## config.mk

```make
export PLATFORM = sky130hd
export DESIGN_NAME = bsc_regs
export DESIGN_NICKNAME = d
export VERILOG_FILES = /design/src/inc/bsc_pkg.sv /design/src/rtl/bsc_sync2.sv /design/src/rtl/bsc_regs.sv
export VERILOG_INCLUDE_DIRS = /design/src /design/src/inc
export SDC_FILE = /design/constraint.sdc
export NUM_CORES = 1
export LEC_CHECK = 0
export BUFFER_PORTS_ARGS = -buffer_cell sky130_fd_sc_hd__buf_2
export CAP_MARGIN = 10
export CELL_PAD_IN_SITES_DETAIL_PLACEMENT = 2
export CELL_PAD_IN_SITES_GLOBAL_PLACEMENT = 2
export CORE_MARGIN = 4
export CORE_UTILIZATION = 32
export CTS_CLUSTER_DIAMETER = 30
export CTS_CLUSTER_SIZE = 12
export DETAILED_ROUTE_END_ITERATION = 7
export GPL_TIMING_DRIVEN = 0
export PLACE_DENSITY = 0.89
export SLEW_MARGIN = 30
export SYNTH_ARGS = -nofsm -noshare
export SYNTH_HDL_FRONTEND = slang
export SYNTH_HIERARCHICAL = 1
export SYNTH_SLANG_ARGS = --single-unit
```

## constraint.sdc

```tcl
create_clock -name sys_clk -period 2.6 [get_ports sys_clk]
set_input_delay 0.52 -clock sys_clk [delete_from_list [all_inputs] [get_ports sys_clk]]
set_output_delay 0.52 -clock sys_clk [all_outputs]
set_load 0.005 [all_outputs]
```

## src/inc/bsc_regs_cfg.svh

```systemverilog
// register offsets, field positions, reset values and clock rates for the board status/control bank
// assumes byte addresses on a 32-bit register port, one aligned word per register
`ifndef BSC_REGS_CFG_SVH
`define BSC_REGS_CFG_SVH

`define BSC_ADDR_W 32
`define BSC_OFF_CARD_SOCKET 32'h10000048
`define BSC_OFF_STATIC_MEM 32'h1000004C
`define BSC_OFF_DISPLAY 32'h10000050
`define BSC_OFF_CFG_SWITCH 32'h10000058
`define BSC_OFF_FAST_COUNTER 32'h1000005C
`define BSC_OFF_MISC 32'h10000060
`define BSC_OFF_IRQ_STATUS 32'h10000070
`define BSC_OFF_IRQ_MASK 32'h10000078

`define BSC_BIT_CARD_PRESENT 0
`define BSC_BIT_CARD_WP 1
`define BSC_BIT_STATIC_WE 0
`define BSC_BIT_SERIAL_SEL 7
`define BSC_LSB_DISPLAY_ID 8
`define BSC_MSB_DISPLAY_ID 12
`define BSC_BIT_SW_IRQ 19
`define BSC_BIT_SERIAL_SRC 18
`define BSC_BIT_VIDEO_SRC 17
`define BSC_BIT_COMPACT_ABSENT 16
`define BSC_BIT_TILE_ABSENT 13

`define BSC_RST_DISPLAY_ID 5'h1F
`define BSC_RST_COMPACT_ABSENT 1'h1
`define BSC_RST_TILE_ABSENT 1'h0
`define BSC_CFG_SWITCH_W 8
`define BSC_EVT_W 4

// reference crystal rate and system clock rate, in kHz
`define BSC_REF_KHZ 24000
`define BSC_SYS_KHZ 125000

`endif

```

## src/inc/bsc_pkg.sv

```systemverilog
// types shared by the board status/control bank
// assumes bsc_regs_cfg.svh holds all numeric constants
package bsc_pkg;
    typedef enum logic [2:0] {
        BSC_SEL_NONE = 3'b000,
        BSC_SEL_CARD = 3'b001,
        BSC_SEL_STATIC = 3'b010,
        BSC_SEL_DISPLAY = 3'b011,
        BSC_SEL_SWITCH = 3'b100,
        BSC_SEL_COUNTER = 3'b101,
        BSC_SEL_MISC = 3'b110,
        BSC_SEL_IRQ = 3'b111
    } bsc_sel_t;
endpackage

```

## src/rtl/bsc_sync2.sv

```systemverilog
// two-flop synchroniser for a bus of asynchronous inputs
// assumes the inputs are quasi-static levels from pins
`timescale 1ns/1ps
module bsc_sync2 #(
    parameter int WIDTH = 1,
    parameter logic [WIDTH-1:0] RESET_VAL = '0
) (
    input wire logic sys_clk,
    input wire logic resetn,
    input wire logic [WIDTH-1:0] async_in,
    output logic [WIDTH-1:0] sync_out
);
    logic [WIDTH-1:0] meta;

    always_ff @(posedge sys_clk) begin
        if (!resetn) begin
            meta <= RESET_VAL;
            sync_out <= RESET_VAL;
        end else begin
            meta <= async_in;
            sync_out <= meta;
        end
    end
endmodule

```

## src/rtl/bsc_regs.sv

```systemverilog
// board status/control register bank on a plain strobe register port
// assumes pins are asynchronous and the 24 MHz reference arrives as a pin sampled on sys_clk
`timescale 1ns/1ps
`include "bsc_regs_cfg.svh"

// Function
// - the card socket, static memory and display registers sit at their fixed system addresses.
// - card socket bit 0 is read-only card presence, 1 meaning a card is detected, reset 0.
// - card socket bit 1 is read-only write-protect state of the card, reset 0.
// - static memory bit 0 is read/write flash write enable, cleared by reset.
// - undefined bits ignore writes and read zero.
// - display bits 12 to 8 read the five adaptor id links, reset all ones.
// - display bit 7 is read/write, reset 0, and drives the external serial chip select active when 1.
// - the switch register is read-only and shows a 1 for each switch that is on.
// - the counter register is a read-only 32-bit count stepping once per reference clock cycle.
// - reset clears the counter, which then counts up from zero.
// - misc bit 18 is read/write, reset 0, selecting baseboard or tile site for serial ports three and four.
// - misc bit 17 is read/write, reset 0, selecting baseboard or tile site for the video connector.
// - misc bit 16 is read-only active-low compact card detect, reset 1.
// - misc bit 13 is read-only active-low tile detect.
module bsc_regs
    import bsc_pkg::*;
(
    input wire logic sys_clk,
    input wire logic resetn,
    input wire logic [31:0] reg_addr,
    input wire logic [31:0] reg_wdata,
    input wire logic reg_wr,
    input wire logic reg_rd,
    output logic [31:0] reg_rdata,
    input wire logic card_present,
    input wire logic card_write_protect,
    input wire logic [4:0] display_adaptor_id,
    input wire logic [`BSC_CFG_SWITCH_W-1:0] config_switch,
    input wire logic crystal_ref_clock,
    input wire logic compact_card_absent,
    input wire logic tile_absent,
    output logic static_mem_write_enable,
    output logic ext_serial_chip_select_n,
    output logic serial_src_tile,
    output logic video_src_tile,
    output logic software_irq_flag,
    output logic irq
);
    function automatic bsc_sel_t decode(input logic [31:0] addr);
        case (addr)
            `BSC_OFF_CARD_SOCKET: decode = BSC_SEL_CARD;
            `BSC_OFF_STATIC_MEM: decode = BSC_SEL_STATIC;
            `BSC_OFF_DISPLAY: decode = BSC_SEL_DISPLAY;
            `BSC_OFF_CFG_SWITCH: decode = BSC_SEL_SWITCH;
            `BSC_OFF_FAST_COUNTER: decode = BSC_SEL_COUNTER;
            `BSC_OFF_MISC: decode = BSC_SEL_MISC;
            `BSC_OFF_IRQ_STATUS: decode = BSC_SEL_IRQ;
            `BSC_OFF_IRQ_MASK: decode = BSC_SEL_IRQ;
            default: decode = BSC_SEL_NONE;
        endcase
    endfunction

    // synchronised pin states
    logic s_card_present;
    logic s_card_wp;
    logic [4:0] s_display_id;
    logic [`BSC_CFG_SWITCH_W-1:0] s_switch;
    logic s_refclk;
    logic s_compact_absent;
    logic s_tile_absent;

    bsc_sync2 #(
        .WIDTH(`BSC_CFG_SWITCH_W + 10),
        .RESET_VAL({{`BSC_CFG_SWITCH_W{1'b0}}, 1'b0, 1'b0, `BSC_RST_DISPLAY_ID, 1'b0,
            `BSC_RST_COMPACT_ABSENT, `BSC_RST_TILE_ABSENT})
    ) u_sync (
        .sys_clk(sys_clk),
        .resetn(resetn),
        .async_in({config_switch, card_present, card_write_protect, display_adaptor_id, crystal_ref_clock,
            compact_card_absent, tile_absent}),
        .sync_out({s_switch, s_card_present, s_card_wp, s_display_id, s_refclk, s_compact_absent,
            s_tile_absent})
    );

    // control state
    logic static_we;
    logic serial_sel;
    logic serial_src;
    logic video_src;
    logic sw_irq;
    logic [31:0] fast_count;
    logic ref_prev;
    logic ref_rise;
    logic [`BSC_EVT_W-1:0] irq_status;
    logic [`BSC_EVT_W-1:0] irq_mask;
    logic [`BSC_EVT_W-1:0] events;
    logic card_prev;
    logic tile_prev;
    logic compact_prev;

    bsc_sel_t wr_sel;
    bsc_sel_t rd_sel;
    logic [31:0] next_rdata;

    assign wr_sel = reg_wr ? decode(reg_addr) : BSC_SEL_NONE;
    assign rd_sel = reg_rd ? decode(reg_addr) : BSC_SEL_NONE;

    always_ff @(posedge sys_clk) begin
        if (!resetn) begin
            static_we <= 1'b0;
        end else if (wr_sel == BSC_SEL_STATIC) begin
            static_we <= reg_wdata[`BSC_BIT_STATIC_WE];
        end
    end

    always_ff @(posedge sys_clk) begin
        if (!resetn) begin
            serial_sel <= 1'b0;
        end else if (wr_sel == BSC_SEL_DISPLAY) begin
            serial_sel <= reg_wdata[`BSC_BIT_SERIAL_SEL];
        end
    end

    always_ff @(posedge sys_clk) begin
        if (!resetn) begin
            serial_src <= 1'b0;
            video_src <= 1'b0;
            sw_irq <= 1'b0;
        end else if (wr_sel == BSC_SEL_MISC) begin
            serial_src <= reg_wdata[`BSC_BIT_SERIAL_SRC];
            video_src <= reg_wdata[`BSC_BIT_VIDEO_SRC];
            sw_irq <= reg_wdata[`BSC_BIT_SW_IRQ];
        end
    end

    // reference clock edges detected from the synchronised copy; the 24 MHz rate
    // is below half of sys_clk so no edge is missed
    always_ff @(posedge sys_clk) begin
        if (!resetn) begin
            ref_prev <= 1'b0;
        end else begin
            ref_prev <= s_refclk;
        end
    end
    assign ref_rise = s_refclk & ~ref_prev;

    always_ff @(posedge sys_clk) begin
        if (!resetn) begin
            fast_count <= 32'h0;
        end else if (ref_rise) begin
            fast_count <= fast_count + 32'h1;
        end
    end

    // status change events: card insert/remove, tile change, compact card change; bit 3 never set
    always_ff @(posedge sys_clk) begin
        if (!resetn) begin
            card_prev <= 1'b0;
            tile_prev <= `BSC_RST_TILE_ABSENT;
            compact_prev <= `BSC_RST_COMPACT_ABSENT;
        end else begin
            card_prev <= s_card_present;
            tile_prev <= s_tile_absent;
            compact_prev <= s_compact_absent;
        end
    end
    // bit 3 stays clear: the software flag reaches irq directly through mask bit 3
    assign events = {1'b0,
        compact_prev ^ s_compact_absent, tile_prev ^ s_tile_absent, card_prev ^ s_card_present};

    // status clears on a read of it; an event in the same cycle wins
    always_ff @(posedge sys_clk) begin
        if (!resetn) begin
            irq_status <= '0;
        end else if (rd_sel == BSC_SEL_IRQ && reg_addr == `BSC_OFF_IRQ_STATUS) begin
            irq_status <= events;
        end else begin
            irq_status <= irq_status | events;
        end
    end

    always_ff @(posedge sys_clk) begin
        if (!resetn) begin
            irq_mask <= '0;
        end else if (wr_sel == BSC_SEL_IRQ && reg_addr == `BSC_OFF_IRQ_MASK) begin
            irq_mask <= reg_wdata[`BSC_EVT_W-1:0];
        end
    end

    // read mux; undefined bits stay zero
    always_comb begin
        next_rdata = 32'h0;
        case (rd_sel)
            BSC_SEL_CARD: begin
                next_rdata[`BSC_BIT_CARD_PRESENT] = s_card_present;
                next_rdata[`BSC_BIT_CARD_WP] = s_card_wp;
            end
            BSC_SEL_STATIC: next_rdata[`BSC_BIT_STATIC_WE] = static_we;
            BSC_SEL_DISPLAY: begin
                next_rdata[`BSC_MSB_DISPLAY_ID:`BSC_LSB_DISPLAY_ID] = s_display_id;
                next_rdata[`BSC_BIT_SERIAL_SEL] = serial_sel;
            end
            BSC_SEL_SWITCH: next_rdata[`BSC_CFG_SWITCH_W-1:0] = s_switch;
            BSC_SEL_COUNTER: next_rdata = fast_count;
            BSC_SEL_MISC: begin
                next_rdata[`BSC_BIT_SW_IRQ] = sw_irq;
                next_rdata[`BSC_BIT_SERIAL_SRC] = serial_src;
                next_rdata[`BSC_BIT_VIDEO_SRC] = video_src;
                next_rdata[`BSC_BIT_COMPACT_ABSENT] = s_compact_absent;
                next_rdata[`BSC_BIT_TILE_ABSENT] = s_tile_absent;
            end
            BSC_SEL_IRQ: begin
                if (reg_addr == `BSC_OFF_IRQ_STATUS) begin
                    next_rdata[`BSC_EVT_W-1:0] = irq_status;
                end else begin
                    next_rdata[`BSC_EVT_W-1:0] = irq_mask;
                end
            end
            BSC_SEL_NONE: next_rdata = 32'h0;
            default: next_rdata = 32'h0;
        endcase
    end

    always_ff @(posedge sys_clk) begin
        if (!resetn) begin
            reg_rdata <= 32'h0;
        end else begin
            reg_rdata <= next_rdata;
        end
    end

    assign static_mem_write_enable = static_we;
    assign ext_serial_chip_select_n = ~serial_sel;
    assign serial_src_tile = serial_src;
    assign video_src_tile = video_src;
    assign software_irq_flag = sw_irq;
    assign irq = |(irq_status & irq_mask) | (sw_irq & irq_mask[`BSC_EVT_W-1]);
endmodule

```

After elaboration in Yosys (flattened, before gate mapping):

Index checks and enable logic that the tools add are counted.

* flip-flop bits (word level): 117
* input port bits: 86
* output and inout port bits: 38
* word-level logic and storage cells: 67

* add/sub/neg operators: 1
* equal/unequal tests: 19
* muxes and demuxes: 13
* bitwise gates (word level): 11
* reductions and logical operators: 6

Operators with widths (count)
* $eq 32x29->1 const B: 8
* $add 32x1->32 const B: 1
* $pmux 3 s7: 1
* $eq 3x3->1 const B: 6
* $eq 3x2->1 const B: 4
* $pmux 5 s2: 1
* $mux 3: 3
* $pmux 4 s2: 1
* $pmux 2 s3: 1
* $pmux 3 s2: 1
* $pmux 1 s5: 1
* $and 4x4->4: 1
* $mux 4: 1
* $or 4x3->4: 1
* $pmux 1 s4: 1
* $reduce_or 2->1: 2
* $reduce_or 4->1: 1
* $eq 3x1->1 const B: 1
* $not 1->1: 3
* $pmux 1 s3: 1
* $xor 1x1->1: 3
* $and 1x1->1: 2
* $logic_and 1x1->1: 2
* $pmux 1 s2: 1
* other kinds (2): 2

Logic depth before layout (Yosys ltp):

Gate-level depths: netlist of the first run.

* depth after elaboration: 7
* mapped depth: 8
* mapped depth without buffers: 6

Modules after synthesis:

Netlist of the first run, hierarchy kept.

Modules (own cells, without submodules)
* bsc_regs: times used 1, cells an instance 362, area each 3505.9 µm², seq. area each 1601.5 µm²
* bsc_sync2: times used 1, cells an instance 75, area each 968.4 µm², seq. area each 720.7 µm²

Worst setup path before layout of the first run:

Ideal clock, no wire load.

* kind: input to register
* from: in reg_addr[7]
* to: reg irq_mask[0]
* library setup time: 0.072 ns
* arrival time: 1.988 ns
* data required time: 2.528 ns
* setup slack: 0.540 ns
* cell stages on the path: 6
* path buffers: 0
* cells stage by stage: nor4b_2 nand4_2 a2111oi_4 nand2_2 nor3_4 mux2i_1

* cells in the longest elaborated chain, start to end: 6
* elaborated cells on any way between the ends: 13
* those cells by class: eq/ne (9); mux (2); reduce/logical (2)

RTL lines
* start: declaration: line bsc_regs.sv:26 `input wire logic [31:0] reg_addr,`
* $eq 32x29->1: line bsc_regs.sv:46 `case (addr)`
* $reduce_or 2->1 (no line)
* $pmux 3 s7: line bsc_regs.sv:46
* $mux 3: line bsc_regs.sv:101 `assign wr_sel = reg_wr ? decode(reg_addr) : BSC_SEL_NONE;`
* $eq 3x3->1: line bsc_regs.sv:181 `` end else if (wr_sel == BSC_SEL_IRQ && reg_addr == `BSC_OFF_IRQ_MASK) begin ``
* $logic_and 1x1->1 (no line) *
* end signal: assignment: line bsc_regs.sv:182 `` irq_mask <= reg_wdata[`BSC_EVT_W-1:0]; ``
* end: declaration: line bsc_regs.sv:91 `` logic [`BSC_EVT_W-1:0] irq_mask; ``

Every way passes the cells marked *; elsewhere a longest branch is shown, timed or not.
A chain may end at the register's enable or synchronous reset.

Worst setup path after layout of the first run:

* from: reg fast_count[6]
* to: reg fast_count[29]

* cells in the longest elaborated chain, start to end: 1

RTL lines
* start: declaration: line bsc_regs.sv:87 `logic [31:0] fast_count;`
* start signal: assignment: line bsc_regs.sv:147 `fast_count <= fast_count + 32'h1;`
* $add 32x1->32: line bsc_regs.sv:147

Every way passes these cells.

==> out/metrics.yaml, run 1 <==
floorplanning:
  die_width_um: 126
  top_level_ports: 124
  rows: 42
  fp.dieArea_sq_um: 15900
  initial_core_util_pct: 33.3
  die_h_um: 126
  core_area_sq_um: 13500
power_and_ir_drop:
  p_per_area_nw_per_um2: 739
  internal_power_mw: 3.37
  p_sw_mw: 0.906
  ir_drop_mv: 0.421
  seq_power_share_pct: 42.8
  clkPwrFrac_pct: 53.2
  comb_power_share_pct: 4.0
  p_sw_share_pct: 21.2
  leakage_nw: 2.44
logic_synthesis:
  synthCells: 437
  synth_seq_area_share_pct: 51.9
  synth_area_leaders: "dfxtp_1, and2_1, xnor2_1, nand2_1, a22o_1"
  yosys.area.top_type_share_pct: 51.9
  syn-num-nets: 524
  ys_ff_latch: 116
  syn_avg_cell_area_sq_um: 10.2
  yosysTopAreaCell: "dfxtp_1"
  async_reset_ff_share_pct: 0
  synth_edf_count: 0
  synth_area_sq_um: 4470
  synth_ff_type: "dfxtp_1"
  yosys_warnings: 6
  yosys.cell_types.count: 52
routing:
  drtIter0Drc: 159
  first_pass_iters: 4
  route.detailed.drc: 0
  ant_nets: 0
  routed_wl_um: 14000
  wl_per_cell_um: 18.9
  detailroute.via_count: 3675
  viasPerCell: 4.95
clock_network:
  post-cts-setup-buffer-count: 0
  clock-sinks: 116
  cts_resized: 0
  clkSlewWorstSetupHoldPaths_ps: 50
  cts_hold_buf: 0
  cts_buffers: 17
  clock-root-buffer: "clkbuf_16"
  cts_tree: "done"
  cts.htree.levels: 4
  cts_buffer_depth: 2
  clkLatencyLatePin_ps: 420
timing:
  setup_viol: 0
  slew_violations: 0
  setup_tns_ps: 0
  tightest_slew_ps: 662
  whs_ps: 279
  final.min_clock_period_ps: 2390
  slew_headroom_pct: 55.9
  hold_viol_final: 0
  rsz0062_at_grt: "no"
  fin_skew_ps: 14.9
  fin_crit_sh_pct: 91.9
  fmax_ghz: 0.418
placement:
  port_buffers: 98
  placed_cell_area_sq_um: 5180
  place_inst: 711
  gp_congestion: 0.879
  dp_hpwl_um: 10100
global_route:
  track_usage_pct: 18.2
  grt_pass1_vias: 4266
  antenna_found_initial: 0
  grt_max_degree: 17
  grt_pass1_wl_um: 22600
  overflow: 0
min_path:
  hold_class: "input port to flip-flop"
status:
  status: "complete, no violations"
cells_and_area:
  area_delta_synth_final_pct: 29.1
  antenna_cells: 0
  fin_cells: 743
  design_area_sq_um: 5780
  nets: 641
  utilization_pct: 42.9
  drive_above_1_share_pct: 27.5
  fillCellCount: 1472
setup_path:
  endpoint_kind: "flip-flop"
  cp-start-kind: "flip-flop"
  regToRegSetupSlack_ps: 210
  critPathKind: "flip-flop to flip-flop"
  crit_fanout: 6
  cp.arrival_ps: 2750
  worstPathRequired_ps: 2960
run:
  cap_viol_max_count: 0
-- power by group through the flow --
stage                     Clock (mW)  Sequential (mW)  Combinational (mW)
after floorplan                    0             1.86              0.0849
after global placement             0             1.86               0.156
after detailed placement           0             1.86               0.168
after CTS                       2.33             1.83               0.172
after global routing            2.40             1.83               0.188
final                           2.27             1.83               0.169
-- worst max-delay path, stage by stage, from the launching register on --
cell	delay (ps)
dfxtp_1	450
and4_1	280
nand3_1	270
nor4_2	660
nand3_1	240
xnor2_1	270
and2_1	150
-- cell families (layout without fill, tap and decap cells) --
family                   after synthesis  after routing  share of synthesized area [%]
AND/OR/NAND/NOR                      207            207                           28.0
flip-flops                           116            116                           51.9
AO/OA/AOI/OAI                         50             50                           8.84
XOR/XNOR                              33             33                           6.46
buffers and inverters                 21            151                           2.54
multiplexers                           9              9                           2.01
adder cells (fa/ha/maj)                1              1                          0.280
-- cells in the final DEF, fill, tap and decap left out, drive strengths merged, types with 10 or more instances in the layout --
cell type  Yosys  layout
nand2b        13      13
nand3         20      20
nor2b         13      13
nor2          10      10
a22o          13      13
dfxtp        116     116
xor2          10      10
buf            9     107
xnor2         23      23
nand2         33      33
clkbuf        10      33
and3          11      11
and2          70      70
-- final timing paths --
path	startpoint	end	depth (start not counted)
hold reg to reg	u_sync/meta[1]$_SDFF_PN1_	u_sync/sync_out[1]$_SDFF_PN1_	1
setup reg to reg	fast_count[6]$_SDFFE_PN0P_	fast_count[29]$_SDFFE_PN0P_	6
hold / removal	display_adaptor_id[2]	u_sync/meta[5]$_SDFF_PN1_	2
setup / recovery	fast_count[6]$_SDFFE_PN0P_	fast_count[29]$_SDFFE_PN0P_	6
-- metrics by stage --
step	setup WS, ps	power, mW
2_1_floorplan	540	1.94
3_3_place_gp	107	2.02
3_5_place_dp	11.1	2.03
4_1_cts	109	4.33
5_1_grt	70.5	4.42
6_report	210	4.27
-- per-layer routing --
metal  routed length [um]  GRT usage (%)  vias up
met1                 5420           19.5     1850
met4                  178           6.56        0
li1                     -              -     1733
met3                  623           4.23       13
met2                 7830           34.6       79
met5                    0              0        -
-- cells in the mapped netlist, types with 3 or more instances --
master,count
a22o_1,13
dfxtp_1,116
o21ai_0,6
a21oi_1,6
a32o_1,3
nand2_1,31
buf_4,3
and3_1,11
nor2b_1,13
nand2b_1,13
xnor2_1,23
a22oi_1,6
mux2i_1,9
and2_1,70
xor2_1,10
nor4_1,5
nand3_1,20
buf_2,4
clkbuf_1,7
nor3_1,3
a32oi_1,3
clkbuf_2,3
or2b_1,4
nand4_1,7
and4_1,3
nor2_1,9
nor4_2,3
-- flip-flops by register name, indices dropped and copies added, names as in the netlist, 3 cells and up --
signal           cells
reg_rdata           32
u_sync/meta         18
irq_status           3
fast_count          32
irq_mask             4
u_sync/sync_out     18
-- area by class of cell --
class | instances | area (sq um) | area share [%]
Inverter | 2 | 7.51 | 0.130
Multi-Input combinational cell | 300 | 2050 | 35.5
Clock inverter | 9 | 103 | 1.78
Timing Repair Buffer | 98 | 490 | 8.49
Tap cell | 176 | 220 | 3.81
Sequential cell | 116 | 2320 | 40.2
Clock buffer | 23 | 478 | 8.27
Buffer | 19 | 106 | 1.84
Note: power is estimated with default switching activity, not from simulation.
==> run 2: changes to the inputs <==
REMOVE_ABC_BUFFERS = 1   (was unset)
==> run 2 against run 1 <==
Sequential share of layout area up 0.21 points. Clock power up 11%. Hold slack better by 16 ps. Clock skew down 4.9 ps. Final cell count down 2.6%. Total power up 5.5%. Die area unchanged. Global-route usage down 1.8 points. First-iteration DRC count unchanged. Via count down 3.5%. Clock-buffer cell count up 1. Sequential power about the same. Critical path type is now input port to flip-flop.
==> out/metrics.yaml, run 2 (synthesis results as in run 1) <==
status:
  status: "complete, no violations"
power_and_ir_drop:
  internal_power_mw: 3.61  # +7.3%
  p_sw_share_pct: 19.8  # -1.4 points
  seq_power_share_pct: 40.6  # -2.2 points
  p_sw_mw: 0.894  # -1.4%
  p_per_area_nw_per_um2: 784  # +6.0%
  clkPwrFrac_pct: 56.1  # +2.9 points
  comb_power_share_pct: 3.4  # -0.6 points
  ir_drop_mv: 0.426  # +1.2%
  leakage_nw: 2.41  # -1.4%
routing:
  ant_nets: 0  # unchanged
  routed_wl_um: 12600  # -10%
  viasPerCell: 4.90  # -1.0%
  highest_layer: "met4"
  route.detailed.drc: 0  # unchanged
  drt-met1-wl_um: 5100  # -5.9%
  drtIter0Drc: 159  # unchanged
  detailroute.via_count: 3545  # -3.5%
  wl_met2_um: 6970  # -11%
  wl_per_cell_um: 17.5  # -7.6%
  first_pass_iters: 4  # unchanged
  routed-wl-met3_um: 419  # -33%
timing:
  tightest_slew_ps: 809  # +148 ps
  slew_headroom_pct: 46.0  # -9.8 points
  setup_viol: 0  # unchanged
  fin_crit_sh_pct: 86.6  # -5.3 points
  fin_skew_ps: 9.98  # -4.94 ps
  fmax_ghz: 0.444  # +6.1%
  slew_violations: 0  # unchanged
  setup_tns_ps: 0  # unchanged
  hold_viol_final: 0  # unchanged
  rsz0062_at_grt: "no"
  timing.final.ws_setup_ps: 347  # +138 ps
  final.min_clock_period_ps: 2250  # -138 ps
cells_and_area:
  reg_top3: "fast_count (32), reg_rdata (32)"
  design_area_sq_um: 5750  # -0.52%
  drive_above_1_share_pct: 26.8  # -0.69 points
  most-common-layout-cells: "dfxtp_1, buf_2, and2_1, nand2_1, xnor2_1"
  area_delta_synth_final_pct: 28.4
  antenna_cells: 0  # unchanged
  nets: 623  # -2.8%
  final_common_cell: "dfxtp_1"
  fillCellCount: 1478  # +0.41%
clock_network:
  cts_hold_buf: 0  # unchanged
  cts.htree.levels: 4  # unchanged
  clock-root-buffer: "clkbuf_16"
  cts_buffers: 17  # unchanged
  clkSlewWorstSetupHoldPaths_ps: 50  # about the same
  clkLatencyLatePin_ps: 410  # about the same
  cts_tree: "done"
  cts_buffer_depth: 2  # unchanged
  clock-sinks: 116  # unchanged
setup_path:
  endpoint_kind: "flip-flop"
  reg2reg_from: "u_sync/sync_out[2]$_SDFF_PN0_"
  critPathLaunch: "reg_addr[18]"
  cp.arrival_ps: 2540  # -210 ps
  critPathKind: "input port to flip-flop"
  cp-start-kind: "input port"
  worstPathRequired_ps: 2890  # -70 ps
  crit_fanout: 6  # unchanged
floorplanning:
  fp.dieArea_sq_um: 15900  # unchanged
  rows: 42  # unchanged
  core_area_sq_um: 13500  # unchanged
  die_h_um: 126  # unchanged
  die_width_um: 126  # unchanged
  initial_core_util_pct: 33.3  # unchanged
  top_level_ports: 124  # unchanged
global_route:
  grt_pass1_vias: 3953  # -7.3%
  track_usage_pct: 16.4  # -1.8 points
  antenna_found_initial: 0  # unchanged
  overflow: 0  # unchanged
  grt_max_degree: 102  # +85
  grt_pass1_wl_um: 20700  # -8.2%
placement:
  pre_cts_slack_ps: -330  # -341 ps
  dp_hpwl_um: 8560  # -15%
  placed_cell_area_sq_um: 5090  # -1.9%
  gp_congestion: 0.849  # -3.4%
  port_buffers: 99  # +1.0%
run:
  cap_viol_max_count: 0  # unchanged
min_path:
  min_from: "display_adaptor_id[4]"
  hold_class: "input port to flip-flop"
[run 2: changes by cell type in the layout (fill, tap and decap cells not counted), sizes merged]
cell      change
bufinv        +2
buf           -8
clkbuf        -9
clkinv        -3
clkinvlp      -1
[run 2: area by class of cell]
type,instances,area [sq um],share of cell area (%)
clock buffers,24,502,8.73
clock inverters,7,144,2.50
inverters,2,7.51,0.131
multi-input cells,300,2050,35.7
flip-flops and latches,116,2320,40.4
well taps,176,220,3.83
repair buffers,99,498,8.67
[run 2: path summary, 6_finish.rpt]
kind	slack, ps	cells after the start	to
worst min register to register	410	1	u_sync/sync_out[1]$_SDFF_PN1_
worst max-delay path	350	7	reg_rdata[0]$_SDFF_PN0_
worst max register to register	360	6	fast_count[28]$_SDFFE_PN0P_
worst min-delay path	290	2	u_sync/meta[7]$_SDFF_PN1_
[run 2: routing by layer]
metal / GRT usage, % / vias to the layer above
met5: 0 / -
met4: 5.05 / 0
met1: 17.9 / 1762
met2: 31.0 / 70
met3: 4.19 / 15
li1: - / 1698
[run 2: critical path, cell delays in order]
cell and delay, ps:
buf_2 100, nor4_1 310, nand3_1 280, nor4_2 480
and2_1 410, nand2_2 100, a221oi_1 340
[run 2: power by group through the flow]
stage	logic (mW)	clock network [mW]	registers, mW
6_report	0.152	2.53	1.83
5_1_grt	0.172	2.68	1.83
4_1_cts	0.154	2.59	1.83
3_5_place_dp	0.152	0	1.86
3_3_place_gp	0.143	0	1.86
2_1_floorplan	0.0622	0	1.86
[run 2: what timing repair did]
item,in CTS,in global routing
setup buffers,0,0
endpoints found under the setup margin,4,29
gates resized for setup,1,2
[run 2: per-stage QoR]
step / cells / util, % / hold slack, ps / power (mW)
after detailed placement: 693 / 37.8 / 396 / 2.02
after global routing: 724 / 42.7 / 282 / 4.68
after floorplan: 418 / - / 386 / 1.92
after CTS: 724 / 42.7 / 271 / 4.57
final: 724 / 42.7 / 294 / 4.50
after global placement: 693 / 37.8 / 397 / 2.00
